`config.mk`:
```
export PLATFORM = sky130hd
export DESIGN_NAME = phy_autoneg_mgmt_control
export DESIGN_NICKNAME = d
export VERILOG_FILES = /design/src/phy_mgmt_pkg.sv /design/src/bit_sync2.sv /design/src/flp_burst_tx.sv /design/src/phy_autoneg_mgmt_control.sv
export SDC_FILE = /design/constraint.sdc
export NUM_CORES = 1
export LEC_CHECK = 0
export ABC_CLOCK_PERIOD_IN_PS = 7320
export BUFFER_PORTS_ARGS = -buffer_cell sky130_fd_sc_hd__buf_4
export CORE_UTILIZATION = 28
export DETAILED_ROUTE_END_ITERATION = 10
export HOLD_SLACK_MARGIN = 0.06
export PLACE_DENSITY = 0.55
export REMOVE_ABC_BUFFERS = 1
export SLEW_MARGIN = 0
export SYNTH_ARGS = -nofsm -noshare
export SYNTH_HDL_FRONTEND = slang
export SYNTH_SLANG_ARGS = --single-unit
export TNS_END_PERCENT = 50
```
`constraint.sdc`:
```
create_clock -name mclk_i -period 7.32 [get_ports mclk_i]
set_input_delay 1.464 -clock mclk_i [delete_from_list [all_inputs] [get_ports mclk_i]]
set_output_delay 1.464 -clock mclk_i [all_outputs]
set_load 0.02 [all_outputs]
```
`src/phy_mgmt_pkg.sv`:
```
// Constants, types and register map of the PHY management and negotiation block.
// Assumes a 10 MHz system clock and an APB slave with 32-bit data.
// Functional notes
// - Management clock is system clock divided by a programmable value; software keeps it at most 2.5 MHz.
// - Auto-negotiation is enabled after reset; control bit 12 reads one.
// - Writing control bit 12 to zero turns auto-negotiation off.
// - Advertisement word is sent to the partner as fast-link pulse bursts.
// - On completion diag status bits 11:10 show the chosen duplex and speed.
// - On failure diag bit 12 is set and negotiation restarts from the start.
// - Writing one to control bit 9 restarts auto-negotiation.
// - Config bit 4 is polarity reverse, config bit 5 disables auto polarity.
// - By default polarity is automatic; bit 4 reports the detector's inversion.
// - With auto polarity disabled, bit 4 selects the receive polarity.
// - Straight or crossover pair selection is automatic, steered by its control register.
// - Two indicator outputs show conditions chosen in the indicator config register.
// - Indicators stay undriven after reset until software selects the hardware function.
package phy_mgmt_pkg;
   // Register byte offsets
   localparam logic [7:0] OFS_CTRL = 8'h00;
   localparam logic [7:0] OFS_ADV = 8'h04;
   localparam logic [7:0] OFS_CFG = 8'h08;
   localparam logic [7:0] OFS_DIAG = 8'h0C;
   localparam logic [7:0] OFS_IND = 8'h10;
   localparam logic [7:0] OFS_XOVER = 8'h14;
   localparam logic [7:0] OFS_MDIV = 8'h18;
   localparam logic [7:0] OFS_ISTAT = 8'h1C;
   localparam logic [7:0] OFS_IMASK = 8'h20;
   // Field positions
   localparam int CTRL_AN_EN_BIT = 12;
   localparam int CTRL_RESTART_BIT = 9;
   localparam int CTRL_SPEED_BIT = 13;
   localparam int CTRL_DUPLEX_BIT = 8;
   localparam int CFG_POLREV_BIT = 4;
   localparam int CFG_APD_BIT = 5;
   localparam int DIAG_FAIL_BIT = 12;
   localparam int DIAG_DUPLEX_RESULT_BIT = 11;
   localparam int DIAG_RATE_BIT = 10;
   localparam int DIAG_DONE_BIT = 0;
   localparam int XO_AUTO_BIT = 0;
   localparam int XO_FORCE_BIT = 1;
   localparam int INT_DONE_BIT = 0;
   localparam int INT_FAIL_BIT = 1;
   // Reset values
   localparam logic [15:0] CTRL_RST = 16'h3100;
   localparam logic [15:0] ADV_RST = 16'h01E1;
   localparam logic [15:0] IND_RST = 16'h0010;
   localparam logic [1:0] XOVER_RST = 2'h1;
   localparam logic [7:0] MDIV_RST = 8'h01;
   // Timing
   localparam int CLK_PERIOD_NS = 100;
   localparam int MDC_MAX_KHZ = 2500;
   localparam int FLP_SLOT_NS = 62500;
   localparam int FLP_SLOT_CYC = FLP_SLOT_NS / CLK_PERIOD_NS;
   localparam int AN_WAIT_US = 2000;
   localparam int AN_WAIT_CYC = AN_WAIT_US * 1000 / CLK_PERIOD_NS;
   localparam int XOVER_SLOT_US = 100;
   localparam int XOVER_SLOT_CYC = XOVER_SLOT_US * 1000 / CLK_PERIOD_NS;
   localparam int LP_EDGES_MIN = 8;

   typedef enum logic [2:0] {
      AN_OFF = 3'b000,
      AN_SEND = 3'b001,
      AN_LISTEN = 3'b010,
      AN_LINK = 3'b011,
      AN_FAIL = 3'b100
   } an_state_t;

   typedef struct packed {
      logic fail;
      logic duplex;
      logic speed;
   } an_result_t;

   typedef struct packed {
      logic [6:0] rsvd;
      logic hw_en;
      logic [3:0] sel1;
      logic [3:0] sel0;
   } ind_cfg_t;
endpackage

```
`src/bit_sync2.sv`:
```
// Two-flop synchroniser for levels entering the system clock domain.
// Multi-bit use is only for quasi-static words.
`timescale 1ns/1ps
module bit_sync2 #(
   parameter int W = 1
) (
   input wire logic mclk_i,
   input wire logic reset_i,
   input wire logic [W-1:0] d_i,
   output logic [W-1:0] q_o
);
   logic [W-1:0] meta_q;

   // First stage feeds only the second
   always_ff @(posedge mclk_i or posedge reset_i) begin
      if (reset_i) begin
         meta_q <= '0;
         q_o <= '0;
      end else begin
         meta_q <= d_i;
         q_o <= meta_q;
      end
   end
endmodule

```
`src/flp_burst_tx.sv`:
```
// Fast-link pulse burst sender: 17 clock slots interleaved with 16 data slots.
// Assumes a start pulse only while idle; start while busy is ignored.
`timescale 1ns/1ps
module flp_burst_tx #(
   parameter int SLOT_CYC = 625
) (
   input wire logic mclk_i,
   input wire logic reset_i,
   input wire logic start_i,
   input wire logic [15:0] word_i,
   output logic pulse_o,
   output logic busy_o
);
   localparam int TW = $clog2(SLOT_CYC);
   localparam logic [TW-1:0] SLOT_LAST = TW'(SLOT_CYC - 1);

   if (SLOT_CYC < 2) begin : g_chk
      $error("SLOT_CYC must be at least 2");
   end

   logic [TW-1:0] tmr_q;
   logic [5:0] slot_q;
   logic [15:0] word_q;

   // Even slots carry clock pulses, odd slots carry data bits LSB first
   always_ff @(posedge mclk_i or posedge reset_i) begin
      if (reset_i) begin
         busy_o <= 1'b0;
         pulse_o <= 1'b0;
         tmr_q <= '0;
         slot_q <= 6'h00;
         word_q <= 16'h0000;
      end else begin
         pulse_o <= 1'b0;
         if (!busy_o) begin
            if (start_i) begin
               busy_o <= 1'b1;
               slot_q <= 6'h00;
               tmr_q <= '0;
               word_q <= word_i;
               pulse_o <= 1'b1;
            end
         end else if (tmr_q == SLOT_LAST) begin
            tmr_q <= '0;
            if (slot_q == 6'd32) begin
               busy_o <= 1'b0;
            end else begin
               slot_q <= slot_q + 6'h01;
               pulse_o <= slot_q[0] | word_q[slot_q[4:1]];
            end
         end else begin
            tmr_q <= tmr_q + TW'(1);
         end
      end
   end
endmodule

```
`src/phy_autoneg_mgmt_control.sv`:
```
// PHY management control: APB registers, auto-negotiation, polarity,
// crossover, management clock divider and indicator selection.
// Assumes link_clk_i, rx_pol_det_i and partner ability are asynchronous.
//
// The APB interface to the registers and the register addresses were chosen for this implementation.
`timescale 1ns/1ps
module phy_autoneg_mgmt_control
   import phy_mgmt_pkg::*;
#(
   parameter int AN_WAIT = AN_WAIT_CYC
) (
   input wire logic mclk_i,
   input wire logic reset_i,
   input wire logic psel_i,
   input wire logic penable_i,
   input wire logic pwrite_i,
   input wire logic [7:0] paddr_i,
   input wire logic [31:0] pwdata_i,
   output logic [31:0] prdata_o,
   output logic pready_o,
   output logic pslverr_o,
   input wire logic link_clk_i,
   input wire logic [15:0] lp_ability_i,
   input wire logic rx_pol_det_i,
   output logic flp_pulse_o,
   output logic mgmt_clk_o,
   output logic rx_invert_o,
   output logic mdix_o,
   output logic indicator_out_0_o,
   output logic indicator_out_1_o,
   output logic [1:0] indicator_oe_o,
   output logic irq_o
);
   localparam int WW = $clog2(AN_WAIT + 1);
   localparam int XW = $clog2(XOVER_SLOT_CYC);

   if (AN_WAIT < 2 * LP_EDGES_MIN) begin : g_chk
      $error("AN_WAIT too short");
   end

   logic an_en_q, spd_q, dup_q, restart_q, cfg_rev_q, apd_q, rx_inv_q;
   logic [15:0] adv_q;
   ind_cfg_t ind_q;
   logic [1:0] xo_q;
   logic [7:0] mdiv_q, mdc_cnt_q;
   logic [1:0] istat_q, imask_q;
   an_state_t st_q;
   an_result_t res_q;
   logic done_q, flp_start_q, flp_busy, lk_s, lk_d_q, det_s;
   logic [15:0] lp_s;
   logic [WW-1:0] wait_q;
   logic [7:0] edges_q;
   logic [XW-1:0] xo_tmr_q;
   logic [31:0] rd_d;
   logic acc, wr, ev_done, ev_fail, timeout, an_ok, com_dup, com_spd;
   logic [15:0] common;
   logic [1:0] ind_d;

   // Outside levels pass two flops before use
   bit_sync2 #(.W(18)) u_sync (
      .mclk_i(mclk_i),
      .reset_i(reset_i),
      .d_i({link_clk_i, rx_pol_det_i, lp_ability_i}),
      .q_o({lk_s, det_s, lp_s})
   );

   flp_burst_tx #(.SLOT_CYC(FLP_SLOT_CYC)) u_flp (
      .mclk_i(mclk_i),
      .reset_i(reset_i),
      .start_i(flp_start_q),
      .word_i(adv_q),
      .pulse_o(flp_pulse_o),
      .busy_o(flp_busy)
   );

   // APB: one wait state, answer from registers
   assign acc = psel_i & penable_i & pready_o;
   assign wr = acc & pwrite_i;

   always_comb begin
      rd_d = 32'h0000_0000;
      case (paddr_i)
         OFS_CTRL: begin
            rd_d[CTRL_AN_EN_BIT] = an_en_q;
            rd_d[CTRL_SPEED_BIT] = spd_q;
            rd_d[CTRL_DUPLEX_BIT] = dup_q;
         end
         OFS_ADV: rd_d[15:0] = adv_q;
         OFS_CFG: begin
            rd_d[CFG_POLREV_BIT] = apd_q ? cfg_rev_q : det_s;
            rd_d[CFG_APD_BIT] = apd_q;
         end
         OFS_DIAG: begin
            rd_d[DIAG_FAIL_BIT] = res_q.fail;
            rd_d[DIAG_DUPLEX_RESULT_BIT] = res_q.duplex;
            rd_d[DIAG_RATE_BIT] = res_q.speed;
            rd_d[DIAG_DONE_BIT] = done_q;
         end
         OFS_IND: rd_d[15:0] = {7'h00, ind_q.hw_en, ind_q.sel1, ind_q.sel0};
         OFS_XOVER: rd_d[1:0] = xo_q;
         OFS_MDIV: rd_d[7:0] = mdiv_q;
         OFS_ISTAT: rd_d[1:0] = istat_q;
         OFS_IMASK: rd_d[1:0] = imask_q;
         default: rd_d = 32'h0000_0000;
      endcase
   end

   // Answer phase; unmapped addresses raise pslverr
   always_ff @(posedge mclk_i or posedge reset_i) begin
      if (reset_i) begin
         pready_o <= 1'b0;
         pslverr_o <= 1'b0;
         prdata_o <= 32'h0000_0000;
      end else begin
         pready_o <= psel_i & penable_i & ~pready_o;
         if (psel_i & penable_i & ~pready_o) begin
            prdata_o <= pwrite_i ? 32'h0000_0000 : rd_d;
            pslverr_o <= (paddr_i > OFS_IMASK) | (paddr_i[1:0] != 2'h0);
         end else begin
            pslverr_o <= 1'b0;
         end
      end
   end

   // Control register; restart is a pulse, never stored
   always_ff @(posedge mclk_i or posedge reset_i) begin
      if (reset_i) begin
         an_en_q <= CTRL_RST[CTRL_AN_EN_BIT];
         spd_q <= CTRL_RST[CTRL_SPEED_BIT];
         dup_q <= CTRL_RST[CTRL_DUPLEX_BIT];
         restart_q <= 1'b0;
      end else begin
         restart_q <= 1'b0;
         if (wr && paddr_i == OFS_CTRL) begin
            an_en_q <= pwdata_i[CTRL_AN_EN_BIT];
            spd_q <= pwdata_i[CTRL_SPEED_BIT];
            dup_q <= pwdata_i[CTRL_DUPLEX_BIT];
            restart_q <= pwdata_i[CTRL_RESTART_BIT];
         end
      end
   end

   // Configuration registers
   always_ff @(posedge mclk_i or posedge reset_i) begin
      if (reset_i) begin
         adv_q <= ADV_RST;
         cfg_rev_q <= 1'b0;
         apd_q <= 1'b0;
         ind_q <= IND_RST;
         xo_q <= XOVER_RST;
         mdiv_q <= MDIV_RST;
         imask_q <= 2'h0;
      end else if (wr) begin
         case (paddr_i)
            OFS_ADV: adv_q <= pwdata_i[15:0];
            OFS_CFG: begin
               cfg_rev_q <= pwdata_i[CFG_POLREV_BIT];
               apd_q <= pwdata_i[CFG_APD_BIT];
            end
            OFS_IND: ind_q <= {7'h00, pwdata_i[8:0]};
            OFS_XOVER: xo_q <= pwdata_i[1:0];
            OFS_MDIV: mdiv_q <= pwdata_i[7:0];
            OFS_IMASK: imask_q <= pwdata_i[1:0];
            default: ;
         endcase
      end
   end

   // Management clock: f = fclk / (2 * (div + 1)); software keeps it <= 2.5 MHz
   always_ff @(posedge mclk_i or posedge reset_i) begin
      if (reset_i) begin
         mdc_cnt_q <= 8'h00;
         mgmt_clk_o <= 1'b0;
      end else if (mdc_cnt_q >= mdiv_q) begin
         mdc_cnt_q <= 8'h00;
         mgmt_clk_o <= ~mgmt_clk_o;
      end else begin
         mdc_cnt_q <= mdc_cnt_q + 8'h01;
      end
   end

   // Resolution against the partner's ability word
   assign common = adv_q & lp_s;
   assign com_spd = common[8] | common[7];
   assign com_dup = common[8] | (~com_spd & common[6]);
   assign timeout = (wait_q == WW'(AN_WAIT));
   assign an_ok = (edges_q >= 8'(LP_EDGES_MIN)) & (|common[8:5]);
   assign ev_done = (st_q == AN_LISTEN) & timeout & an_ok;
   assign ev_fail = (st_q == AN_LISTEN) & timeout & ~an_ok;

   // Negotiation sequence; restart or disable overrides any state
   always_ff @(posedge mclk_i or posedge reset_i) begin
      if (reset_i) begin
         st_q <= AN_OFF;
         flp_start_q <= 1'b0;
         wait_q <= '0;
      end else begin
         flp_start_q <= 1'b0;
         if (!an_en_q) begin
            st_q <= AN_OFF;
         end else if (restart_q) begin
            st_q <= AN_SEND;
            flp_start_q <= ~flp_busy;
         end else begin
            case (st_q)
               AN_OFF: begin
                  st_q <= AN_SEND;
                  flp_start_q <= ~flp_busy;
               end
               AN_SEND: begin
                  // Advertisement goes out as one burst
                  if (!flp_busy && !flp_start_q) begin
                     st_q <= AN_LISTEN;
                     wait_q <= '0;
                  end
               end
               AN_LISTEN: begin
                  wait_q <= wait_q + WW'(1);
                  if (ev_done) begin
                     st_q <= AN_LINK;
                  end else if (ev_fail) begin
                     st_q <= AN_FAIL;
                  end
               end
               AN_FAIL: begin
                  st_q <= AN_SEND;
                  flp_start_q <= 1'b1;
               end
               AN_LINK: st_q <= AN_LINK;
               default: st_q <= AN_OFF;
            endcase
         end
      end
   end

   // Partner pulses counted from the sampled link clock
   always_ff @(posedge mclk_i or posedge reset_i) begin
      if (reset_i) begin
         lk_d_q <= 1'b0;
         edges_q <= 8'h00;
      end else begin
         lk_d_q <= lk_s;
         if (st_q != AN_LISTEN) begin
            edges_q <= 8'h00;
         end else if (lk_s && !lk_d_q && edges_q != 8'hFF) begin
            edges_q <= edges_q + 8'h01;
         end
      end
   end

   // Result; fail flag holds until a later negotiation succeeds or negotiation is disabled
   always_ff @(posedge mclk_i or posedge reset_i) begin
      if (reset_i) begin
         res_q <= '0;
         done_q <= 1'b0;
      end else if (!an_en_q) begin
         res_q <= '{fail: 1'b0, duplex: dup_q, speed: spd_q};
         done_q <= 1'b0;
      end else if (ev_done) begin
         res_q <= '{fail: 1'b0, duplex: com_dup, speed: com_spd};
         done_q <= 1'b1;
      end else if (ev_fail) begin
         res_q.fail <= 1'b1;
         done_q <= 1'b0;
      end else if (restart_q) begin
         done_q <= 1'b0;
      end
   end

   // Sticky events; a new event wins over a same-cycle clear
   always_ff @(posedge mclk_i or posedge reset_i) begin
      if (reset_i) begin
         istat_q <= 2'h0;
         irq_o <= 1'b0;
      end else begin
         istat_q <= (istat_q & ~((wr && paddr_i == OFS_ISTAT) ? pwdata_i[1:0] : 2'h0))
                    | {ev_fail, ev_done};
         irq_o <= |(istat_q & imask_q);
      end
   end

   // Receive polarity: detector in auto mode, register in manual mode
   always_ff @(posedge mclk_i or posedge reset_i) begin
      if (reset_i) begin
         rx_inv_q <= 1'b0;
      end else begin
         rx_inv_q <= apd_q ? cfg_rev_q : det_s;
      end
   end
   assign rx_invert_o = rx_inv_q;

   // Crossover hunt toggles pairs until link; forced choice when auto is off
   always_ff @(posedge mclk_i or posedge reset_i) begin
      if (reset_i) begin
         mdix_o <= 1'b0;
         xo_tmr_q <= '0;
      end else if (!xo_q[XO_AUTO_BIT]) begin
         mdix_o <= xo_q[XO_FORCE_BIT];
         xo_tmr_q <= '0;
      end else if (st_q != AN_LINK) begin
         if (xo_tmr_q == XW'(XOVER_SLOT_CYC - 1)) begin
            xo_tmr_q <= '0;
            mdix_o <= ~mdix_o;
         end else begin
            xo_tmr_q <= xo_tmr_q + XW'(1);
         end
      end
   end

   // Indicator source selection
   function automatic logic ind_src(input logic [3:0] sel);
      case (sel)
         4'h0: ind_src = (st_q == AN_LINK);
         4'h1: ind_src = res_q.speed;
         4'h2: ind_src = res_q.duplex;
         4'h3: ind_src = (st_q == AN_SEND) | (st_q == AN_LISTEN);
         4'h4: ind_src = res_q.fail;
         4'h5: ind_src = flp_pulse_o;
         4'h6: ind_src = mdix_o;
         default: ind_src = 1'b0;
      endcase
   endfunction

   always_comb ind_d = {ind_src(ind_q.sel1), ind_src(ind_q.sel0)};

   // Pins stay released until the hardware function is chosen
   always_ff @(posedge mclk_i or posedge reset_i) begin
      if (reset_i) begin
         indicator_out_0_o <= 1'b0;
         indicator_out_1_o <= 1'b0;
         indicator_oe_o <= 2'h0;
      end else begin
         indicator_out_0_o <= ind_q.hw_en & ind_d[0];
         indicator_out_1_o <= ind_q.hw_en & ind_d[1];
         indicator_oe_o <= {2{ind_q.hw_en}};
      end
   end
endmodule

```
# Word level (Yosys, flattened, before mapping)
# Index checks and enable logic that the tools add are counted.
classes:
  n_addsub: 6
  magnitude_cmp: 4
  eq_ne: 41
  muxes: 62
  bitwise_logic: 28
  reduce_logical: 30
op_table:
  columns: ["operator", "n"]
  rows:
  - ["two-way mux 10 bit", 6]
  - ["equality test 8 x 5 -> 1 bit (second input constant)", 4]
  - ["one-hot mux 15 bit (2 select lines)", 1]
  - ["equality test 4 x 3 -> 1 bit (second input constant)", 6]
  - ["two-way mux 6 bit", 4]
  - ["two-way mux 8 bit", 3]
  - ["two-way mux 1 bit", 23]
  - ["one-hot mux 1 bit (7 select lines)", 3]
  - ["adder 10 x 1 -> 10 bit (second input constant)", 2]
  - ["equality test 10 bit (second input constant)", 2]
  - ["two-way mux 3 bit", 6]
  - ["AND reduction 2 bit", 9]
  - ["adder 8 x 1 -> 8 bit (second input constant)", 2]
  - ["equality test 4 x 2 -> 1 bit (second input constant)", 4]
  - ["equality test 8 x 4 -> 1 bit (second input constant)", 2]
  - ["two-way mux 16 bit", 1]
  - ["adder 15 x 1 -> 15 bit (second input constant)", 1]
  - ["equality test 15 bit (second input constant)", 1]
  - ["two-way mux 15 bit", 1]
  - ["one-hot mux 2 bit (3 select lines)", 2]
  - ["one-hot mux 3 bit (4 select lines)", 1]
  - ["bitwise AND 1 bit", 11]
  - ["bitwise AND 9 bit", 1]
  - ["equality test 4 x 1 -> 1 bit (second input constant)", 2]
  - ["41 further kinds", 73]
word_totals:
  regBits: 206
  input_bits: 63
  output_inout_bits: 43
  elab_cells: 213

# Longest topological paths before layout
# Gate-level depths: netlist of run 1.
depth:
  ltp_word: 10
  ltp_mapped: 7
  mapped_depth_nobuf: 7

# Modules after synthesis
# From an unflattened synthesis of run 1, not the netlist that was laid out.
hier_totals:
  cells_unflattened: 766
  hier_area_um2: 8956.1
by_module_without_submodules:
  columns: ["module", "instances", "cells_each", "area_per_inst_um2", "seq_area_each_um2"]
  rows:
  - ["phy_autoneg_mgmt_control", 1, 574, 6262.3, 3016.6]
  - ["flp_burst_tx", 1, 155, 1789.2, 850.8]
  - ["bit_sync2", 1, 37, 904.6, 900.9]

# Worst setup path before layout of run 1
# No wires, ideal clock.
synth_path:
  path_type: "in2reg"
  start: "input paddr_i[2]"
  end: "register adv_q[13]"
  setup_time_ps: 125
  arrival_time_ps: 2954
  required_time_ps: 7195
  slack_ps: 4241
  stages: 7
  n_path_buf: 2
  path_cell_list: "buf_2 -> nor2b_1 -> nand2_1 -> nor2_1 -> nand2_1 -> clkbuf_1 -> mux2_2"
synth_between:
  elab_chain_cells: 2
synth_rtl:
  columns: ["item", "line_no", "source"]
  rows:
  - ["start: declaration", "phy_autoneg_mgmt_control.sv:17", "input wire logic [7:0] paddr_i,"]
  - ["equality test 8 x 3 -> 1 bit", "phy_autoneg_mgmt_control.sv:154", "case (paddr_i)"]
  - ["AND reduction 2 bit (no source line)", null, null]
  - ["end signal: assignment", "phy_autoneg_mgmt_control.sv:155", "OFS_ADV: adv_q <= pwdata_i[15:0];"]
  - ["end: declaration", "phy_autoneg_mgmt_control.sv:42", "logic [15:0] adv_q;"]
# Every way passes these cells.
# A chain may end at the register's enable or synchronous reset.

# Worst setup path in the final report of run 1
layout_path:
  start: "input paddr_i[5]"
  end: "register adv_q[3]"
# The elaborated chain is that of the path after synthesis.

==> impl_results.md, run 1 <==
- Status: finished clean
- Critical Path AT: 3600 ps
- Initial Util: 28.6%
- Layout cells sized above 1: 20.6%
- Post-CTS setup buffer count: 0
- Top post-synthesis cells by area: dfrtp_1 48%, mux2_2 6.5%, nand2_1 5.4%
- Worst-Margin Slew: 919 ps
- Max Cap Violations: 0
- DIE WIDTH: 171 µm
- Hold endpoint: u_sync.q_o[17]
- Register bit count reported by yosys: 166
- Crit path cell chain: buf_4 -> nor3_1 -> nand2b_1 -> nor2_1 -> nand2_1 -> mux2_2
- Tcrit/Tclk final: 45.2%
- Hold Fails Final Rpt: 0
- Flop pwr share: 49.8%
- Peak Freq: 302 MHz
- Die area: 29300 µm²
- Worst slew margin: 38.6%
- CTS Buf Count: 17
- Diodes inserted: 0
- Critical path buffers and inverters: 1
- Reg2Reg Depth: 5
- Port Buf Inserts: 61
- GPL Wtd Cong: 0.804
- Setup crit start kind: input port
- Commonest non-fill, non-tap cell in the layout: dfrtp_1
- Crit path capture type: flop
- Switching pwr: 496 µW
- Clk sinks: 166
- Register area share after synthesis: 51.9%
- Critical-path top delay cell: nand2_1
- Pwr Density: 209 nW/µm²
- R2R Path Start: wait_q[3]
- Pleak: 0.00425 µW
- Largest net degree at the start of global routing: 97
- Internal Power: 1460 µW
- Die H: 171 µm
- DRC viols: 0
- Final setup TNS: 0 ps
- Commonest cells after routing, fill and taps aside: 155 x dfrtp_1, 115 x nand2_1, 69 x nor2_1
- Post-Syn Area per Cell: 10.7 µm²
- Worst Hold Path Cells: 0
- CP required: 7620 ps
- Hold Buf Count CTS: 0
- Post-CTS Resized: 0
- Clock Path Buffers: 2
- Min-Delay Path Class: reg2reg
- Layout Cells excl Fill: 1200
- Post-Route WL: 18200 µm
- Layout Utilization: 33.5%
- Warnings, synthesis: 0
- Hold Crit Start: u_sync.meta_q[17]
- Vias: 5673
- Layout Nets: 891
- Detail Placement HPWL: 12900 µm
- H-tree depth: 4
- Dominant synthesized flop cell: dfrtp_1
- Synth top area share: 48.3%
- DR WL/cell: 15.2 µm
- Async SR Flop Fraction: 100%
- CP top delay family: simple AND/OR/NAND/NOR gates
- Max FO, Critical Path: 16
- Sw Share: 25.3%
- Cell variety after synth: 66
- Top cell type by total area after synthesis: dfrtp_1
- Hold Slack: 350 ps
- Unrepaired setup endpoints after global routing: false
- Worst VDD drop: 0.137 mV
- Cells after Synth: 752
- Max Slew Vio Count: 0
- I/O Pins: 106
- Fillers: 2838
- Final Total Pwr: 1960 µW
- Final setup viols: 0
- Layout Skew: 8.27 ps
- Root buf cell: clkbuf_16
- Synthesis-to-layout area growth: 17.0%
- Placed insts: 1169
- Clock slew at reported path FFs: 60 ps
- Critical path type: in2reg
- Tmin final: 3310 ps
- Reg-to-reg slack, setup: 4630 ps
- Drt first pass iters: 5
- Number of antenna-violating nets in the routed design: 0
- Initial antenna violation count: 0
- Vias in the first global route: 5624
- Initial drt markers: 413
- Num rows: 61
- Skew-Pair Late Insertion Delay: 420 ps
- Core Box Area: 28000 µm²
- TritonCTS clock tree: yes
- Worst Setup SP: paddr_i[5]
- Global-route wire length before repair: 30200 µm
- Cell area after synthesis: 8020 µm²
- Critical Path Max Stage Delay: 540 ps
- Via/cell ratio: 4.73
- Logic pwr share: 6.2%
- Number of synthesized flops with an enable pin: 0
- Reg2reg end: res_q[0]
- Global Route Usage Sum: 13.2%
- Clk network pwr share: 44.1%
- Remaining global-route overflow: 0
## worst max path at each step
stage,slack [ps],end,cells past startpoint
after floorplan,1380,adv_q[10],1
after global placement,3610,adv_q[14],6
after detailed placement,3600,adv_q[3],6
after CTS,4050,adv_q[3],6
after global routing,3880,adv_q[3],6
final,4010,adv_q[3],6
## power groups by stage
stage | logic (µW) | registers [µW] | clock network [µW]
final | 121 | 975 | 864
after global routing | 141 | 981 | 930
after CTS | 124 | 975 | 889
after detailed placement | 124 | 992 | 0
after global placement | 121 | 991 | 0
after floorplan | 71.2 | 988 | 0
## registers in the layout, indices dropped and copies added (netlist names), 3 cells and up
register and flops:
adv_q 16, prdata_o 16, u_flp.word_q 16, wait_q 15, u_flp.tmr_q 10, xo_tmr_q 10, ind_q 9, edges_q 8
mdc_cnt_q 8, mdiv_q 8, u_flp.slot_q 6, u_sync.meta_q 6, u_sync.q_o 6, res_q 3, st_q 3
## cells by family after synthesis
kind of cell	count (synthesis)	synth area share, %
AO/OA/AOI/OAI	98	8.78
XOR/XNOR	41	4.48
adder cells (fa/ha/maj)	18	2.81
buffers and inverters	62	3.74
flip-flops	166	51.9
multiplexers	68	10.2
other	1	0.0467
AND/OR/NAND/NOR	298	18.0
## synth_stat cells (all sizes together), types with 3 or more instances
master	n
a22oi	5
nand3b	3
buf	21
o22ai	5
ha	18
dfstp	11
nor2b	5
nor3b	5
nand4	12
dfrtp	155
a32oi	3
nor3	15
and3	10
inv	22
a31oi	6
or4	4
nand2b	8
mux2i	12
a211oi	5
xor2	26
and3b	3
and2	3
xnor2	15
nor2	69
clkbuf	19
a21oi	10
o21ai	25
mux4	6
nand3	23
nand4b	3
mux2	50
nor4	6
o31ai	4
or2	3
nand2	115
a22o	20
## per-layer routing
metal,vias to the layer above,GRT usage [%],wire (µm)
met4,0,4.23,240
met5,-,0,0
met2,101,20.1,8360
li1,2731,-,-
met1,2826,18.8,9060
met3,15,2.44,580
## through the flow
step / setup WS [ps] / instance area [µm²]
after detailed placement: 3600 / 8820
after floorplan: 1380 / 7860
after CTS: 4050 / 9390
after global routing: 3880 / 9390
final: 4010 / 9390
after global placement: 3610 / 8820
## area by class of cell
class                      count  area, µm²  area share [%]
multi-input combinational    539       3610            38.5
clock inverter                14        140            1.49
sequential                   166       4170            44.4
inverter                      22       87.6           0.933
clock buffer                  17        425            4.53
tap                          378        473            5.04
timing repair buffer          64        480            5.12
No activity file was read; power rests on OpenSTA's default activity.
==> run 2, diff against run 1 <==
--- a/config.mk
+++ b/config.mk
@@ -5,7 +5,7 @@
 export SDC_FILE = /design/constraint.sdc
 export NUM_CORES = 1
 export LEC_CHECK = 0
-export ABC_CLOCK_PERIOD_IN_PS = 7320
+export ABC_CLOCK_PERIOD_IN_PS = 3400
 export BUFFER_PORTS_ARGS = -buffer_cell sky130_fd_sc_hd__buf_4
 export CORE_UTILIZATION = 28
 export DETAILED_ROUTE_END_ITERATION = 10
==> constraint.sdc (replaced) <==
create_clock -name mclk_i -period 3.4 [get_ports mclk_i]
set_input_delay 0.68 -clock mclk_i [delete_from_list [all_inputs] [get_ports mclk_i]]
set_output_delay 0.68 -clock mclk_i [all_outputs]
set_load 0.02 [all_outputs]
==> impl_results.md, run 2 (synthesis results as in run 1) <==
- Post-Route WL: 18200 µm
- CP top delay family: simple AND/OR/NAND/NOR gates
- Final setup viols: 0
- Vias: 5627
- Core Box Area: 28000 µm²
- Tmin final: 2650 ps
- Post-CTS Resized: 0
- Max FO, Critical Path: 7
- Detail Placement HPWL: 13000 µm
- Most common cell on crit path: mux2_1
- Synthesis-to-layout area growth: 17.9%
- Die area: 29300 µm²
- Pre-CTS WS: 637 ps
- Commonest cells after routing, fill and taps aside: 155 x dfrtp_1, 115 x nand2_1, 69 x nor2_1
- Commonest non-fill, non-tap cell in the layout: dfrtp_1
- Critical path buffers and inverters: 0
- Layout Cells excl Fill: 1206
- Tcrit/Tclk final: 77.8%
- CP required: 3710 ps
- Placed insts: 1174
- Clock Path Buffers: 2
- Vias in the first global route: 5482
- Final Total Pwr: 4250 µW
- Unrepaired setup endpoints after global routing: false
- Status: finished clean
- Largest net degree at the start of global routing: 70
- Hold Fails Final Rpt: 0
- Layout cells sized above 1: 21.0%
- Drt first pass iters: 4
- Worst VDD drop: 0.362 mV
- Critical-path top delay cell: or4_4
- Remaining global-route overflow: 0
- Worst slew margin: 41.1%
- Port Buf Inserts: 61
- Global-route wire length before repair: 30200 µm
- Post-route setup slack: 755 ps
- Layout Skew: 14.8 ps
- Hold Buf Count CTS: 0
- Via/cell ratio: 4.67
- Num rows: 61
- Final setup TNS: 0 ps
- Max Cap Violations: 0
- Clock slew at reported path FFs: 70 ps
- Pleak: 0.00430 µW
- Initial Util: 28.6%
- Peak Freq: 378 MHz
- Global Route Usage Sum: 13.3%
- Skew-Pair Late Insertion Delay: 440 ps
- H-tree depth: 4
- Crit path capture type: flop
- DR WL/cell: 15.1 µm
- Diodes inserted: 0
- I/O Pins: 106
- Initial antenna violation count: 0
- Root buf cell: clkbuf_16
- CTS Buf Count: 17
- Post-CTS setup buffer count: 0
- Setup crit start kind: flop
- Clk sinks: 166
- Die H: 171 µm
- Worst-Margin Slew: 872 ps
- DIE WIDTH: 171 µm
- Critical Path Max Stage Delay: 560 ps
- Crit path cell chain: or4b_1 -> or4_4 -> nor3_4 -> mux2_1 -> mux2_1
- Max Slew Vio Count: 0
- Number of antenna-violating nets in the routed design: 0
- GPL Wtd Cong: 0.766
- Critical Path AT: 2950 ps
- Min-Delay Path Class: in2async
- DRC viols: 0
- Pwr Density: 450 nW/µm²
- Layout Nets: 896
- Hold Slack: 338 ps
- Biggest regs: adv_q (16), prdata_o (16), u_flp.word_q (16)
- Initial drt markers: 355
- Critical path type: reg2reg
- TritonCTS clock tree: yes
==> run 2: per-stage QoR <==
| step | util [%] | cell area, µm² |
|---|---|---|
| 2_1_floorplan | - | 7860 |
| 3_3_place_gp | 31.7 | 8880 |
| 3_5_place_dp | 31.7 | 8880 |
| 4_1_cts | 33.8 | 9460 |
| 5_1_grt | 33.8 | 9460 |
| 6_report | 33.8 | 9460 |
==> run 2: worst register-to-register path: stages (launching register included) <==
cell,delay (ps)
dfrtp_1,450
or4b_1,540
or4_4,560
nor3_4,320
mux2_1,360
mux2_1,290
==> run 2: final cells by class <==
type,instances,area [µm²]
clock buffers,20,457
clock inverters,12,120
fillers,2846,18600
inverters,22,87.6
multi-input cells,539,3610
flip-flops and latches,166,4170
well taps,378,473
repair buffers,69,543
==> run 2: power breakdown <==
part	internal (µW)	switching [µW]	leakage, µW
sequential	2030	65.0	0.00223
combinational	103	164	0.00179
clock	1060	828	0.000276
==> run 2: final timing paths <==
check	startpoint	endpoint	slack [ps]	cells past startpoint
worst max-delay path	wait_q[3]	res_q[1]	750	5
worst min-delay path	reset_i	wait_q[9]	340	2
worst max register to register	wait_q[3]	res_q[1]	750	5
worst min register to register	u_sync.meta_q[17]	u_sync.q_o[17]	350	0
max in group asynchronous	reset_i	adv_q[6]	2260	3
min in group mclk_i	lp_ability_i[8]	u_sync.meta_q[8]	350	1
==> run 2: layer usage <==
metal	up-vias	routed length, µm	GRT usage [%]
li1	2743	-	-
met1	2779	9260	19.6
met2	86	8030	19.2
met3	19	639	2.99
met4	0	280	4.50
met5	-	0	0
